**src/verilog/ccpw_pkg.sv**
```systemverilog
/*
  constants and carrier types of the capture, compare and pulse-width unit.
  assumes a byte-addressed bus where byte address = 4 * register index.
*/
package ccpw_pkg;
  // ----------------------------------------------------------------------
  // register indices (byte address is four times the index)
  // ----------------------------------------------------------------------
  localparam logic [7:0] IDX_MATCH_LOW = 8'h15;
  localparam logic [7:0] IDX_MATCH_HIGH = 8'h16;
  localparam logic [7:0] IDX_CONTROL = 8'h17;
  localparam logic [7:0] IDX_STATUS = 8'h18;
  // ----------------------------------------------------------------------
  // field positions and reset values
  // ----------------------------------------------------------------------
  localparam int CTRL_DUTY_LSB = 4;
  localparam int STAT_FLAG_BIT = 2;
  localparam int STAT_LATCH_BIT = 7;
  localparam logic [3:0] MODE_RESET = 4'h0;
  localparam logic [1:0] DUTY_BITS_RESET = 2'h0;
  localparam logic [7:0] MATCH_RESET = 8'h00;
  // ----------------------------------------------------------------------
  // mode encodings and prescaler terminal counts
  // ----------------------------------------------------------------------
  localparam logic [3:0] MODE_CAP_FALL = 4'h4;
  localparam logic [3:0] MODE_CAP_RISE = 4'h5;
  localparam logic [3:0] MODE_CAP_4TH = 4'h6;
  localparam logic [3:0] MODE_CAP_16TH = 4'h7;
  localparam logic [3:0] MODE_CMP_SET = 4'h8;
  localparam logic [3:0] MODE_CMP_CLR = 4'h9;
  localparam logic [3:0] MODE_CMP_SOFT = 4'ha;
  localparam logic [3:0] MODE_CMP_TRIG = 4'hb;
  localparam logic [1:0] MODE_PWM_TOP = 2'h3;
  localparam logic [3:0] PRESC_LAST_4 = 4'h3;
  localparam logic [3:0] PRESC_LAST_16 = 4'hf;

  // timer and converter view seen by the unit
  typedef struct packed {
    logic [15:0] first_timer_count;
    logic first_timer_tick;
    logic [7:0] second_timer_count;
    logic [7:0] second_timer_period;
    logic second_timer_tick;
    logic [1:0] second_timer_sub;
    logic adc_enabled;
  } ccpw_timers_t;
endpackage

```
**src/verilog/ccpw_unit.sv**
```systemverilog
/*
  capture, compare and pulse-width unit with an avalon-mm register slave.
  assumes timers and converter sit outside and run on ref_clk; pins async.
*/
// Register access over Avalon-MM was chosen for this implementation.
// What the document asks of this block and its software
// RQ1: mode zero disables and resets the unit
// RQ2: capture modes pick falling, rising, 4th, 16th
// RQ3: capture copies first timer into value
// RQ4: capture sets flag; only software clears it
// RQ5: newer capture overwrites unread earlier value
// RQ6: prescaler held clear outside capture mode
// RQ7: capture prescaler switch keeps counter value
// RQ8: software clears control before new prescaler
// RQ9: software masks interrupt while changing mode
// RQ10: compare value with first timer each update
// RQ11: match sets or clears pin, sets flag
// RQ12: soft mode match sets flag only
// RQ13: trigger mode clears timer, starts conversion
// RQ14: trigger clear never sets timer overflow flag
// RQ15: zero control write forces output latch low
// RQ16: modes 11xx give ten-bit pulse width
// RQ17: control bits 5-4 are duty low bits
// RQ18: first timer for capture/compare, second pwm
// RQ19: software runs first timer synchronously
// RQ20: capture sees pin level whatever direction
// RQ21: pin routed to port pin zero or three
// RQ22: value seen as two byte registers
// RQ23: period end clears timer, sets pin, reloads
// RQ24: pin clears when duty equals extended timer
// RQ25: high byte read-only in pulse-width mode
// RQ26: pin passes two flip-flops before edges
// RQ27: prescaler counter clears on each capture
`timescale 1ns/10ps
module ccpw_unit #(
  parameter int ADDR_W = 7
) (
  input wire logic ref_clk,
  input wire logic srst,
  input wire logic [ADDR_W-1:0] avs_address,
  input wire logic avs_read,
  input wire logic avs_write,
  input wire logic [31:0] avs_writedata,
  output logic [31:0] avs_readdata,
  output logic avs_waitrequest,
  input wire ccpw_pkg::ccpw_timers_t timers,
  input wire logic pin_route_select,
  input wire logic port_pin_zero_in,
  input wire logic port_pin_three_in,
  output logic port_pin_zero_out,
  output logic port_pin_zero_oe_n,
  output logic port_pin_three_out,
  output logic port_pin_three_oe_n,
  output logic unit_irq_flag,
  output logic first_timer_clear,
  output logic adc_start
);
  // ----------------------------------------------------------------------
  // state
  // ----------------------------------------------------------------------
  logic [7:0] match_value_low;
  logic [7:0] match_value_high;
  logic [3:0] unit_mode_select;
  logic [1:0] duty_lsb;
  logic [1:0] duty_latch;
  logic [3:0] presc_cnt;
  logic out_latch;
  logic route_s1;
  logic route_s2;
  logic zero_s1;
  logic zero_s2;
  logic three_s1;
  logic three_s2;
  logic pin_prev;

  // ----------------------------------------------------------------------
  // bus decode
  // ----------------------------------------------------------------------
  wire logic req = avs_read | avs_write;
  wire logic take = req & ~avs_waitrequest;
  wire logic wr = avs_write & take;
  wire logic [ADDR_W-1:0] a_low =
    ADDR_W'({ccpw_pkg::IDX_MATCH_LOW, 2'b00});
  wire logic [ADDR_W-1:0] a_high =
    ADDR_W'({ccpw_pkg::IDX_MATCH_HIGH, 2'b00});
  wire logic [ADDR_W-1:0] a_ctrl =
    ADDR_W'({ccpw_pkg::IDX_CONTROL, 2'b00});
  wire logic [ADDR_W-1:0] a_stat =
    ADDR_W'({ccpw_pkg::IDX_STATUS, 2'b00});
  wire logic sel_low = avs_address == a_low;
  wire logic sel_high = avs_address == a_high;
  wire logic sel_ctrl = avs_address == a_ctrl;
  wire logic sel_stat = avs_address == a_stat;
  wire logic wr_low = wr & sel_low;
  wire logic wr_high = wr & sel_high;
  wire logic wr_ctrl = wr & sel_ctrl;
  wire logic wr_stat = wr & sel_stat;
  wire logic flag_clr = wr_stat & avs_writedata[ccpw_pkg::STAT_FLAG_BIT];
  logic [7:0] rd_mux;
  always_comb begin
    if (sel_low) begin
      rd_mux = match_value_low;
    end else if (sel_high) begin
      rd_mux = match_value_high;
    end else if (sel_ctrl) begin
      rd_mux = {2'b00, duty_lsb, unit_mode_select};
    end else if (sel_stat) begin
      rd_mux = 8'h00;
      rd_mux[ccpw_pkg::STAT_FLAG_BIT] = unit_irq_flag;
      rd_mux[ccpw_pkg::STAT_LATCH_BIT] = out_latch;
    end else begin
      rd_mux = 8'h00;
    end
  end

  // ----------------------------------------------------------------------
  // mode decode
  // ----------------------------------------------------------------------
  wire logic mode_off = unit_mode_select == ccpw_pkg::MODE_RESET; // RQ1
  wire logic is_cap = unit_mode_select[3:2] == 2'b01;
  wire logic is_cmp = unit_mode_select[3:2] == 2'b10;
  wire logic is_pwm = unit_mode_select[3:2] == ccpw_pkg::MODE_PWM_TOP; // RQ16

  // ----------------------------------------------------------------------
  // pin synchronisers and edge detect
  // ----------------------------------------------------------------------
  always_ff @(posedge ref_clk) begin
    if (srst) begin
      route_s1 <= 1'b0;
      route_s2 <= 1'b0;
      zero_s1 <= 1'b0;
      zero_s2 <= 1'b0;
      three_s1 <= 1'b0;
      three_s2 <= 1'b0;
    end else begin
      route_s1 <= pin_route_select;
      route_s2 <= route_s1;
      zero_s1 <= port_pin_zero_in; // RQ26
      zero_s2 <= zero_s1;
      three_s1 <= port_pin_three_in;
      three_s2 <= three_s1;
    end
  end
  // pad level, whatever the port direction
  wire logic pin_level = route_s2 ? zero_s2 : three_s2; // RQ20 RQ21
  always_ff @(posedge ref_clk) begin
    if (srst) begin
      pin_prev <= 1'b0;
    end else begin
      pin_prev <= pin_level;
    end
  end
  wire logic rise = pin_level & ~pin_prev;
  wire logic fall = ~pin_level & pin_prev;

  // ----------------------------------------------------------------------
  // capture
  // ----------------------------------------------------------------------
  wire logic cap_fall = unit_mode_select == ccpw_pkg::MODE_CAP_FALL;
  wire logic cap_rise = unit_mode_select == ccpw_pkg::MODE_CAP_RISE;
  wire logic cap_4th = unit_mode_select == ccpw_pkg::MODE_CAP_4TH;
  wire logic cap_16th = unit_mode_select == ccpw_pkg::MODE_CAP_16TH;
  wire logic presc_hit4 = presc_cnt == ccpw_pkg::PRESC_LAST_4;
  wire logic presc_hit16 = presc_cnt == ccpw_pkg::PRESC_LAST_16;
  wire logic cap_evt = (cap_fall & fall) | (cap_rise & rise) |
                       (cap_4th & rise & presc_hit4) |
                       (cap_16th & rise & presc_hit16); // RQ2
  wire logic [3:0] presc_inc = presc_cnt + 4'h1;
  logic [3:0] next_presc;
  always_comb begin
    if (!is_cap) begin
      next_presc = 4'h0; // RQ6
    end else if (cap_evt) begin
      next_presc = 4'h0; // RQ27
    end else if (rise & (cap_4th | cap_16th)) begin
      next_presc = presc_inc; // RQ7
    end else begin
      next_presc = presc_cnt;
    end
  end

  // ----------------------------------------------------------------------
  // compare
  // ----------------------------------------------------------------------
  wire logic [15:0] match_value = {match_value_high, match_value_low};
  wire logic cmp_hit = is_cmp & timers.first_timer_tick &
    (timers.first_timer_count == match_value); // RQ10 RQ18
  wire logic cmp_trig =
    cmp_hit & (unit_mode_select == ccpw_pkg::MODE_CMP_TRIG);

  // ----------------------------------------------------------------------
  // pulse width
  // ----------------------------------------------------------------------
  wire logic [9:0] duty_new = {match_value_low, duty_lsb}; // RQ17
  wire logic pwm_reload = is_pwm & timers.second_timer_tick &
    (timers.second_timer_count == timers.second_timer_period); // RQ23
  // clear lands as the extended timer reaches the duty value
  wire logic [9:0] pwm_pos_next =
    {timers.second_timer_count, timers.second_timer_sub} + 10'h001;
  wire logic pwm_clear = is_pwm &
    ({match_value_high, duty_latch} == pwm_pos_next); // RQ24

  // ----------------------------------------------------------------------
  // output latch
  // ----------------------------------------------------------------------
  logic next_latch;
  always_comb begin
    if (mode_off) begin
      next_latch = 1'b0; // RQ15
    end else if (cmp_hit &
                 unit_mode_select == ccpw_pkg::MODE_CMP_SET) begin
      next_latch = 1'b1; // RQ11
    end else if (cmp_hit &
                 unit_mode_select == ccpw_pkg::MODE_CMP_CLR) begin
      next_latch = 1'b0; // RQ11
    end else if (pwm_reload) begin
      next_latch = duty_new != 10'h000; // RQ23
    end else if (pwm_clear) begin
      next_latch = 1'b0; // RQ24
    end else begin
      next_latch = out_latch; // RQ12
    end
  end

  // ----------------------------------------------------------------------
  // registers
  // ----------------------------------------------------------------------
  always_ff @(posedge ref_clk) begin
    if (srst) begin
      unit_mode_select <= ccpw_pkg::MODE_RESET;
      duty_lsb <= ccpw_pkg::DUTY_BITS_RESET;
    end else if (wr_ctrl) begin
      unit_mode_select <= avs_writedata[3:0];
      duty_lsb <= avs_writedata[ccpw_pkg::CTRL_DUTY_LSB +: 2];
    end
  end

  always_ff @(posedge ref_clk) begin
    if (srst) begin
      match_value_low <= ccpw_pkg::MATCH_RESET;
    end else if (is_cap & cap_evt) begin
      match_value_low <= timers.first_timer_count[7:0]; // RQ3 RQ5
    end else if (wr_low) begin
      match_value_low <= avs_writedata[7:0]; // RQ22
    end
  end

  always_ff @(posedge ref_clk) begin
    if (srst) begin
      match_value_high <= ccpw_pkg::MATCH_RESET;
    end else if (is_cap & cap_evt) begin
      match_value_high <= timers.first_timer_count[15:8]; // RQ3 RQ5
    end else if (pwm_reload) begin
      match_value_high <= match_value_low; // RQ23
    end else if (wr_high & ~is_pwm) begin
      match_value_high <= avs_writedata[7:0]; // RQ22 RQ25
    end
  end

  always_ff @(posedge ref_clk) begin
    if (srst | mode_off) begin
      duty_latch <= 2'h0; // RQ1
      presc_cnt <= 4'h0;
      out_latch <= 1'b0;
    end else begin
      if (pwm_reload) begin
        duty_latch <= duty_lsb;
      end
      presc_cnt <= next_presc;
      out_latch <= next_latch;
    end
  end

  // set wins over a software clear in the same cycle
  wire logic flag_set = cap_evt | cmp_hit; // RQ4 RQ11 RQ12 RQ13
  always_ff @(posedge ref_clk) begin
    if (srst) begin
      unit_irq_flag <= 1'b0;
    end else if (flag_set) begin
      unit_irq_flag <= 1'b1;
    end else if (flag_clr) begin
      unit_irq_flag <= 1'b0;
    end
  end

  // trigger clears the timer and, with the converter enabled, starts a conversion; no overflow indication
  always_ff @(posedge ref_clk) begin
    if (srst) begin
      first_timer_clear <= 1'b0;
      adc_start <= 1'b0;
    end else begin
      first_timer_clear <= cmp_trig; // RQ13 RQ14
      adc_start <= cmp_trig & timers.adc_enabled; // RQ13
    end
  end

  // pin drive follows the latch on the routed pin
  wire logic drives = is_cmp | is_pwm;
  always_ff @(posedge ref_clk) begin
    if (srst) begin
      port_pin_zero_out <= 1'b0;
      port_pin_zero_oe_n <= 1'b1;
      port_pin_three_out <= 1'b0;
      port_pin_three_oe_n <= 1'b1;
    end else begin
      port_pin_zero_out <= route_s2 & next_latch; // RQ21
      port_pin_zero_oe_n <= ~(route_s2 & drives);
      port_pin_three_out <= ~route_s2 & next_latch;
      port_pin_three_oe_n <= ~(~route_s2 & drives);
    end
  end

  // bus answer one cycle after the request is seen
  always_ff @(posedge ref_clk) begin
    if (srst) begin
      avs_waitrequest <= 1'b1;
      avs_readdata <= 32'h0000_0000;
    end else begin
      avs_waitrequest <= ~(req & avs_waitrequest);
      if (req & avs_waitrequest) begin
        avs_readdata <= {24'h00_0000, rd_mux};
      end
    end
  end
endmodule

```
**config.mk**
```make
export PLATFORM = sky130hd
export DESIGN_NAME = ccpw_unit
export DESIGN_NICKNAME = d
export VERILOG_FILES = /design/src/verilog/ccpw_pkg.sv /design/src/verilog/ccpw_unit.sv
export SDC_FILE = /design/constraint.sdc
export NUM_CORES = 1
export LEC_CHECK = 0
export BUFFER_PORTS_ARGS = -buffer_cell sky130_fd_sc_hd__buf_4
export CAP_MARGIN = 20
export CORE_AREA = 2 2 83 85
export DETAILED_ROUTE_END_ITERATION = 10
export DIE_AREA = 0 0 85 87
export PLACE_DENSITY = 0.86
export RECOVER_POWER = 100
export SKIP_CTS_REPAIR_TIMING = 1
export SYNTH_ARGS = -nofsm -noshare
export SYNTH_HDL_FRONTEND = slang
export SYNTH_SLANG_ARGS = --single-unit
```
**constraint.sdc**
```tcl
create_clock -name ref_clk -period 2.2 [get_ports ref_clk]
set_input_delay 0.33 -clock ref_clk [delete_from_list [all_inputs] [get_ports ref_clk]]
set_output_delay 0.33 -clock ref_clk [all_outputs]
set_load 0.01 [all_outputs]
```
# [Word level (Yosys, flattened, before mapping)]
# Index checks and enable logic that the tools add are counted.
[totals] ff_bits=52 latchBits=0 mem_bits_rw=0 rom_bits=0 output_inout_bits=40 wordCells=116 n_memories=0
[classes] n_addsub=2 mul=0 n_div=0 magnitude_cmp=0 eq_ne=19 n_shift=0 n_mux=17 bitwise_logic=49 n_reduce_logical=6
[op_table] op="8-bit 2-to-1 mux" n=9
[op_table] op="1-bit AND" n=32
[op_table] op="7-bit equality test (second input constant)" n=4
[op_table] op="16-bit equality test" n=1
[op_table] op="4-bit by 3-bit equality test with 1-bit output (second input constant)" n=4
[op_table] op="4-bit equality test (second input constant)" n=4
[op_table] op="10-bit by 1-bit adder with 10-bit output (second input constant)" n=1
[op_table] op="10-bit equality test" n=1
[op_table] op="10-bit nonzero test" n=1
[op_table] op="1-bit inverter" n=9
[op_table] op="8-bit equality test" n=1
[op_table] op="1-bit 2-to-1 mux" n=8
[op_table] op="1-bit OR" n=8
[op_table] op="4-bit by 1-bit adder with 4-bit output (second input constant)" n=1
[op_table] op="2-bit equality test (second input constant)" n=2
[op_table] op="4-bit by 2-bit equality test with 1-bit output (second input constant)" n=1
[op_table] op="4-bit logical NOT" n=1
[op_table] op="2-bit nonzero test" n=2
[op_table] op="3-bit nonzero test" n=1
[op_table] op="3-bit OR reduction" n=1
[op_table] op="2-bit by 1-bit equality test with 1-bit output (second input constant)" n=1

# [Depth between registers and ports, before layout]
[logic_depth] word_depth=9 ltp_mapped=9

# [Worst setup path after synthesis]
# Ideal clock, no wire load.
[synth_path] path_type="flip-flop to flip-flop" startpoint="register route_s2" endpoint="register match_value_high[2]" arrival_time_ns=1.967 required_time_ns=2.112 setup_slack_ns=0.145 path_stages_with_launch=9 period_less_slack_ns=2.055 path_cell_list="dfxtp_1 > mux2i_1 > mux2i_1 > o22ai_1 > nor2b_4 > buf_6 > or4_4 > buf_6 > o32ai_2"
[synth_between] elab_chain_cells=9 elab_cells_between_ends=16 cone_classes="2 x mux; 13 x bitwise; 1 x reduce/logical"
[synth_rtl] element="start, declared" line="ccpw_unit.sv:69" source="logic route_s2;"
[synth_rtl] element="start signal, assigned" line="ccpw_unit.sv:137" source="route_s2 <= route_s1;"
[synth_rtl] element="1-bit 2-to-1 mux *" line="ccpw_unit.sv:145" source="wire logic pin_level = route_s2 ? zero_s2 : three_s2;"
[synth_rtl] element="1-bit inverter" line="ccpw_unit.sv:154" source="wire logic fall = ~pin_level & pin_prev;"
[synth_rtl] element="1-bit AND" line="ccpw_unit.sv:154"
[synth_rtl] element="1-bit AND" line="ccpw_unit.sv:165" source="wire logic cap_evt = (cap_fall & fall) | (cap_rise & rise) |"
[synth_rtl] element="1-bit OR (2 in a row)" line="ccpw_unit.sv:165"
[synth_rtl] element="1-bit OR *" line="ccpw_unit.sv:166" source="(cap_4th & rise & presc_hit4) |"
[synth_rtl] element="1-bit AND *" line="ccpw_unit.sv:251" source="end else if (is_cap & cap_evt) begin"
[synth_rtl] element="3-bit nonzero test (no source line) or 8-bit 2-to-1 mux (tied branches)"
[synth_rtl] element="end signal, assigned" line="ccpw_unit.sv:250" source="match_value_high <= ccpw_pkg::MATCH_RESET;"
[synth_rtl] element="end signal, assigned" line="ccpw_unit.sv:252" source="match_value_high <= timers.first_timer_count[15:8];"
[synth_rtl] element="end signal, assigned" line="ccpw_unit.sv:254" source="match_value_high <= match_value_low;"
[synth_rtl] element="end, declared" line="ccpw_unit.sv:62" source="logic [7:0] match_value_high;"
# Mark *: on every way between the ends. The rest lies on a longest branch, timed or not.
# A chain may end at the register's enable or synchronous reset.

# [Worst setup path in the final report]
[layout_path] startpoint="register route_s2" endpoint="register match_value_high[3]"
# The elaborated chain is that of the path after synthesis.

==> results <==
- In the synthesized netlist, the number of instances is 361.
- Summed over all cells, the static leakage comes to 0.00132 µW.
- The root buffer cell chosen for the clock tree is clkbuf_8.
- The number of remaining DRC errors is 0.
- The type of the worst setup path is register to register.
- Leaving out fill and tap cells, the most frequent cells in the layout are 62 x buf_4, 52 x dfxtp_1, 44 x nor2_1.
- The register clock-pin slew on the reported worst setup and hold paths is 100 ps.
- Setup violations remaining at the end of the flow were counted as 0.
- The design area is 3660 µm².
- The post-synthesis async set-or-reset flop share is 0%.
- Walking the worst path, the cells encountered are mux2i_1 > mux2i_1 > o22ai_1 > nor2b_4 > or4_4 > o32ai_2.
- The maximum achievable frequency is 484 MHz.
- The maximum level of the CTS H-tree is 2.
- The areal power density over the cells is 501 nW/µm².
- Across all hold checks on the routed design, the worst slack comes to 219 ps.
- The worst setup skew after layout is 8.31 ps.
- The number of sinks handled by clock tree synthesis is 52.
- Yosys attributes the largest share of cell area to dfxtp_1 33%, xnor2_1 8.7%, mux2i_1 6.4%, buf_4 5.7%, nor2_1 5.3%.
- The worst-case IR drop observed on VDD is 0.382 mV.
- Of all cell types, the one taking the most synthesized area is dfxtp_1.
- The part of the cycle the worst path needs is 93.8%.
- The cell seen most often among critical-path stages is mux2i_1.
- The global router's overall resource usage is 21.6%.
- The TritonCTS buffer count is 5.
- The biggest cell delay along the critical path is 620 ps.
- The largest fanout on the critical path is 9.
- The leading register cell type out of synthesis is dfxtp_1.
- The part of the Yosys area used for sequential elements is 33.2%.
- The slowest library cell on the worst path is or4_4.
- Of the post-synthesis cell area, the dominant cell type holds 33.2%.
- The reg2reg setup slack is 140 ps.
- The max-slew violation count is 0.
- Once the floorplan was initialized, standard cells occupied 47.7% of the core.
- STA classifies the critical path endpoint as a register.
- The total chip power is 1840 µW.
- The later pin in the worst-skew pair is clocked with a latency of 310 ps.
- The slew at the pin with the worst max-slew slack is 519 ps.
- The top-level port count is 123.
- For the worst setup path, the data required time is 2430 ps.
- The arrival time at the worst endpoint is 2300 ps.
- The diode insertion count for antenna repair is 0.
- Dividing the detail-routed via count by the number of cells gives 5.51.
- After floorplanning, the core was sized to cover 6570 µm².
- The number of synthesized flops with an enable pin is 0.
- The detailed-routing iteration count for the pre-antenna-repair pass is 4.
- The CTS tree is done.
- After synthesis the cells add up to 3140 µm².
- Routability-driven placement finished with a final weighted congestion of 0.942.
- The number of rows created at floorplan is 30.
- The library cell used most frequently in the layout, excluding fill and tap cells, is buf_4.
- The worst setup path is launched from a register.
- The number of global-route vias before repair is 2,659.
- The critical path contains buffers and inverters numbering 0 combined.
- The classification of the worst-slack hold path is input pin to register.
- The synthesized design contains 52 register bits.
- The number of nets in the finished design is 514.
- The wire length of the first global-routing pass is 12,800 µm.
- The total number of yosys warnings is 0.
- Dividing the detail-routed wire length by the instance count gives 15.6 µm.
- The number of antenna violations at the first check in global routing is 0.
- Setup repair after global routing left no endpoint under its margin.
- The number of buffers between clock root and the deepest sink is 2.
- The number of maximum-capacitance violations is 0.
- Grouping stages by cell kind, the critical path spends the most delay in simple AND/OR/NAND/NOR gates.
- The residual overflow from global routing is 0.
- The proportion of layout cells with a drive suffix above 1 is 18.6%.
- The number of distinct library cell variants in the gate-level netlist after synthesis is 46.
- For the finished layout, the period the worst path requires is 2060 ps.
- Measured against its own limit, the worst slew margin works out to 65.4%.
- The first routing iteration left 223 violations.
- The routed design has 7960 µm of wire.
- The die extent in y is 87 µm.
- The detailed-route via count is 2,809.
- Entering global routing, the biggest net connects 46 pins.
- The count of endpoints failing hold in the final timing report is 0.
- The total placed instance area is 3670 µm².
- The flow ran to the end, and the final reports show no timing, DRC or antenna violations.
- The number of port buffers is 74.
- Averaged over all synthesized cells, the footprint is 8.69 µm².
- The floorplan step defined a die boundary enclosing 7400 µm².
- Adding up every negative setup slack in the final design gives 0 ps.
- The post-DP HPWL is 6230 µm.
- In this run the remaining antenna-violating nets after routing total 0.
- From synthesis to final layout, the design area changed by 16.8%.
- The horizontal die dimension is 85 µm.
[per-layer routing]
metal / GRT usage (%) / vias up / part of all wire, %
met5: 0 / - / 0
met4: 7.07 / 0 / 1.7
met3: 2.46 / 13 / 6.9
met2: 37.5 / 119 / 49
met1: 28.0 / 1308 / 42
li1: - / 1369 / -
[path summary, 6_finish.rpt]
check,cells after the start,startpoint,to
min,2,port_pin_zero_in,zero_s1
min reg2reg,1,route_s1,route_s2
max,6,route_s2,match_value_high[3]
max reg2reg,6,route_s2,match_value_high[3]
[metrics by stage]
stage               instances  setup slack [ps]  utilization (%)
detailed placement        502               127             55.8
global placement          502               194             55.8
CTS                       510               101             57.4
floorplan                 384               145                -
global route              510              33.4             55.7
finish                    510               135             55.7
[sequential cells by signal, indices dropped and copies added, names as in the netlist, 2 cells and up]
signal and count:
match_value_low 8, duty_lsb 2, presc_cnt 4, unit_mode_select 4, avs_readdata 8, match_value_high 8, duty_latch 2
[cells in the mapped netlist, types with 5 or more instances]
cell type / number
a211oi_1: 15
a21oi_1: 6
a221oi_1: 8
a22oi_1: 8
and3_1: 5
buf_2: 5
buf_4: 24
clkbuf_1: 12
dfxtp_1: 52
inv_1: 12
mux2i_1: 20
nand2_1: 14
nand3_1: 10
nand4_1: 8
nor2_1: 44
nor2b_1: 13
nor4_1: 5
o21ai_0: 10
o32ai_2: 8
xnor2_1: 31
xor2_1: 8
[area by class of cell]
class / count / area, µm²
fill: 630 / 2910
timing repair buffer: 83 / 552
sequential: 52 / 1040
inverter: 12 / 45.0
clock buffer: 6 / 82.6
multi-input combinational: 275 / 1820
clock inverter: 2 / 17.5
tap: 80 / 100
[report_power, final]
group / internal, µW / switching [µW] / total, µW
logic: 126 / 137 / 263
clock network: 264 / 342 / 606
registers: 958 / 7.94 / 966
[cell families after synthesis]
group | synth area share, %
compound gates | 17.0
other cells | 0.120
buf+inv | 10.5
fa+ha+maj | 0.798
flops | 33.2
xor+xnor | 10.9
mux | 6.38
simple gates | 21.1
[worst register-to-register path: stages, from the launching register on]
cell	delay, ps
dfxtp_1	360
mux2i_1	320
mux2i_1	220
o22ai_1	120
nor2b_4	190
or4_4	620
o32ai_2	160
No activity file was read; power rests on OpenSTA's default activity.
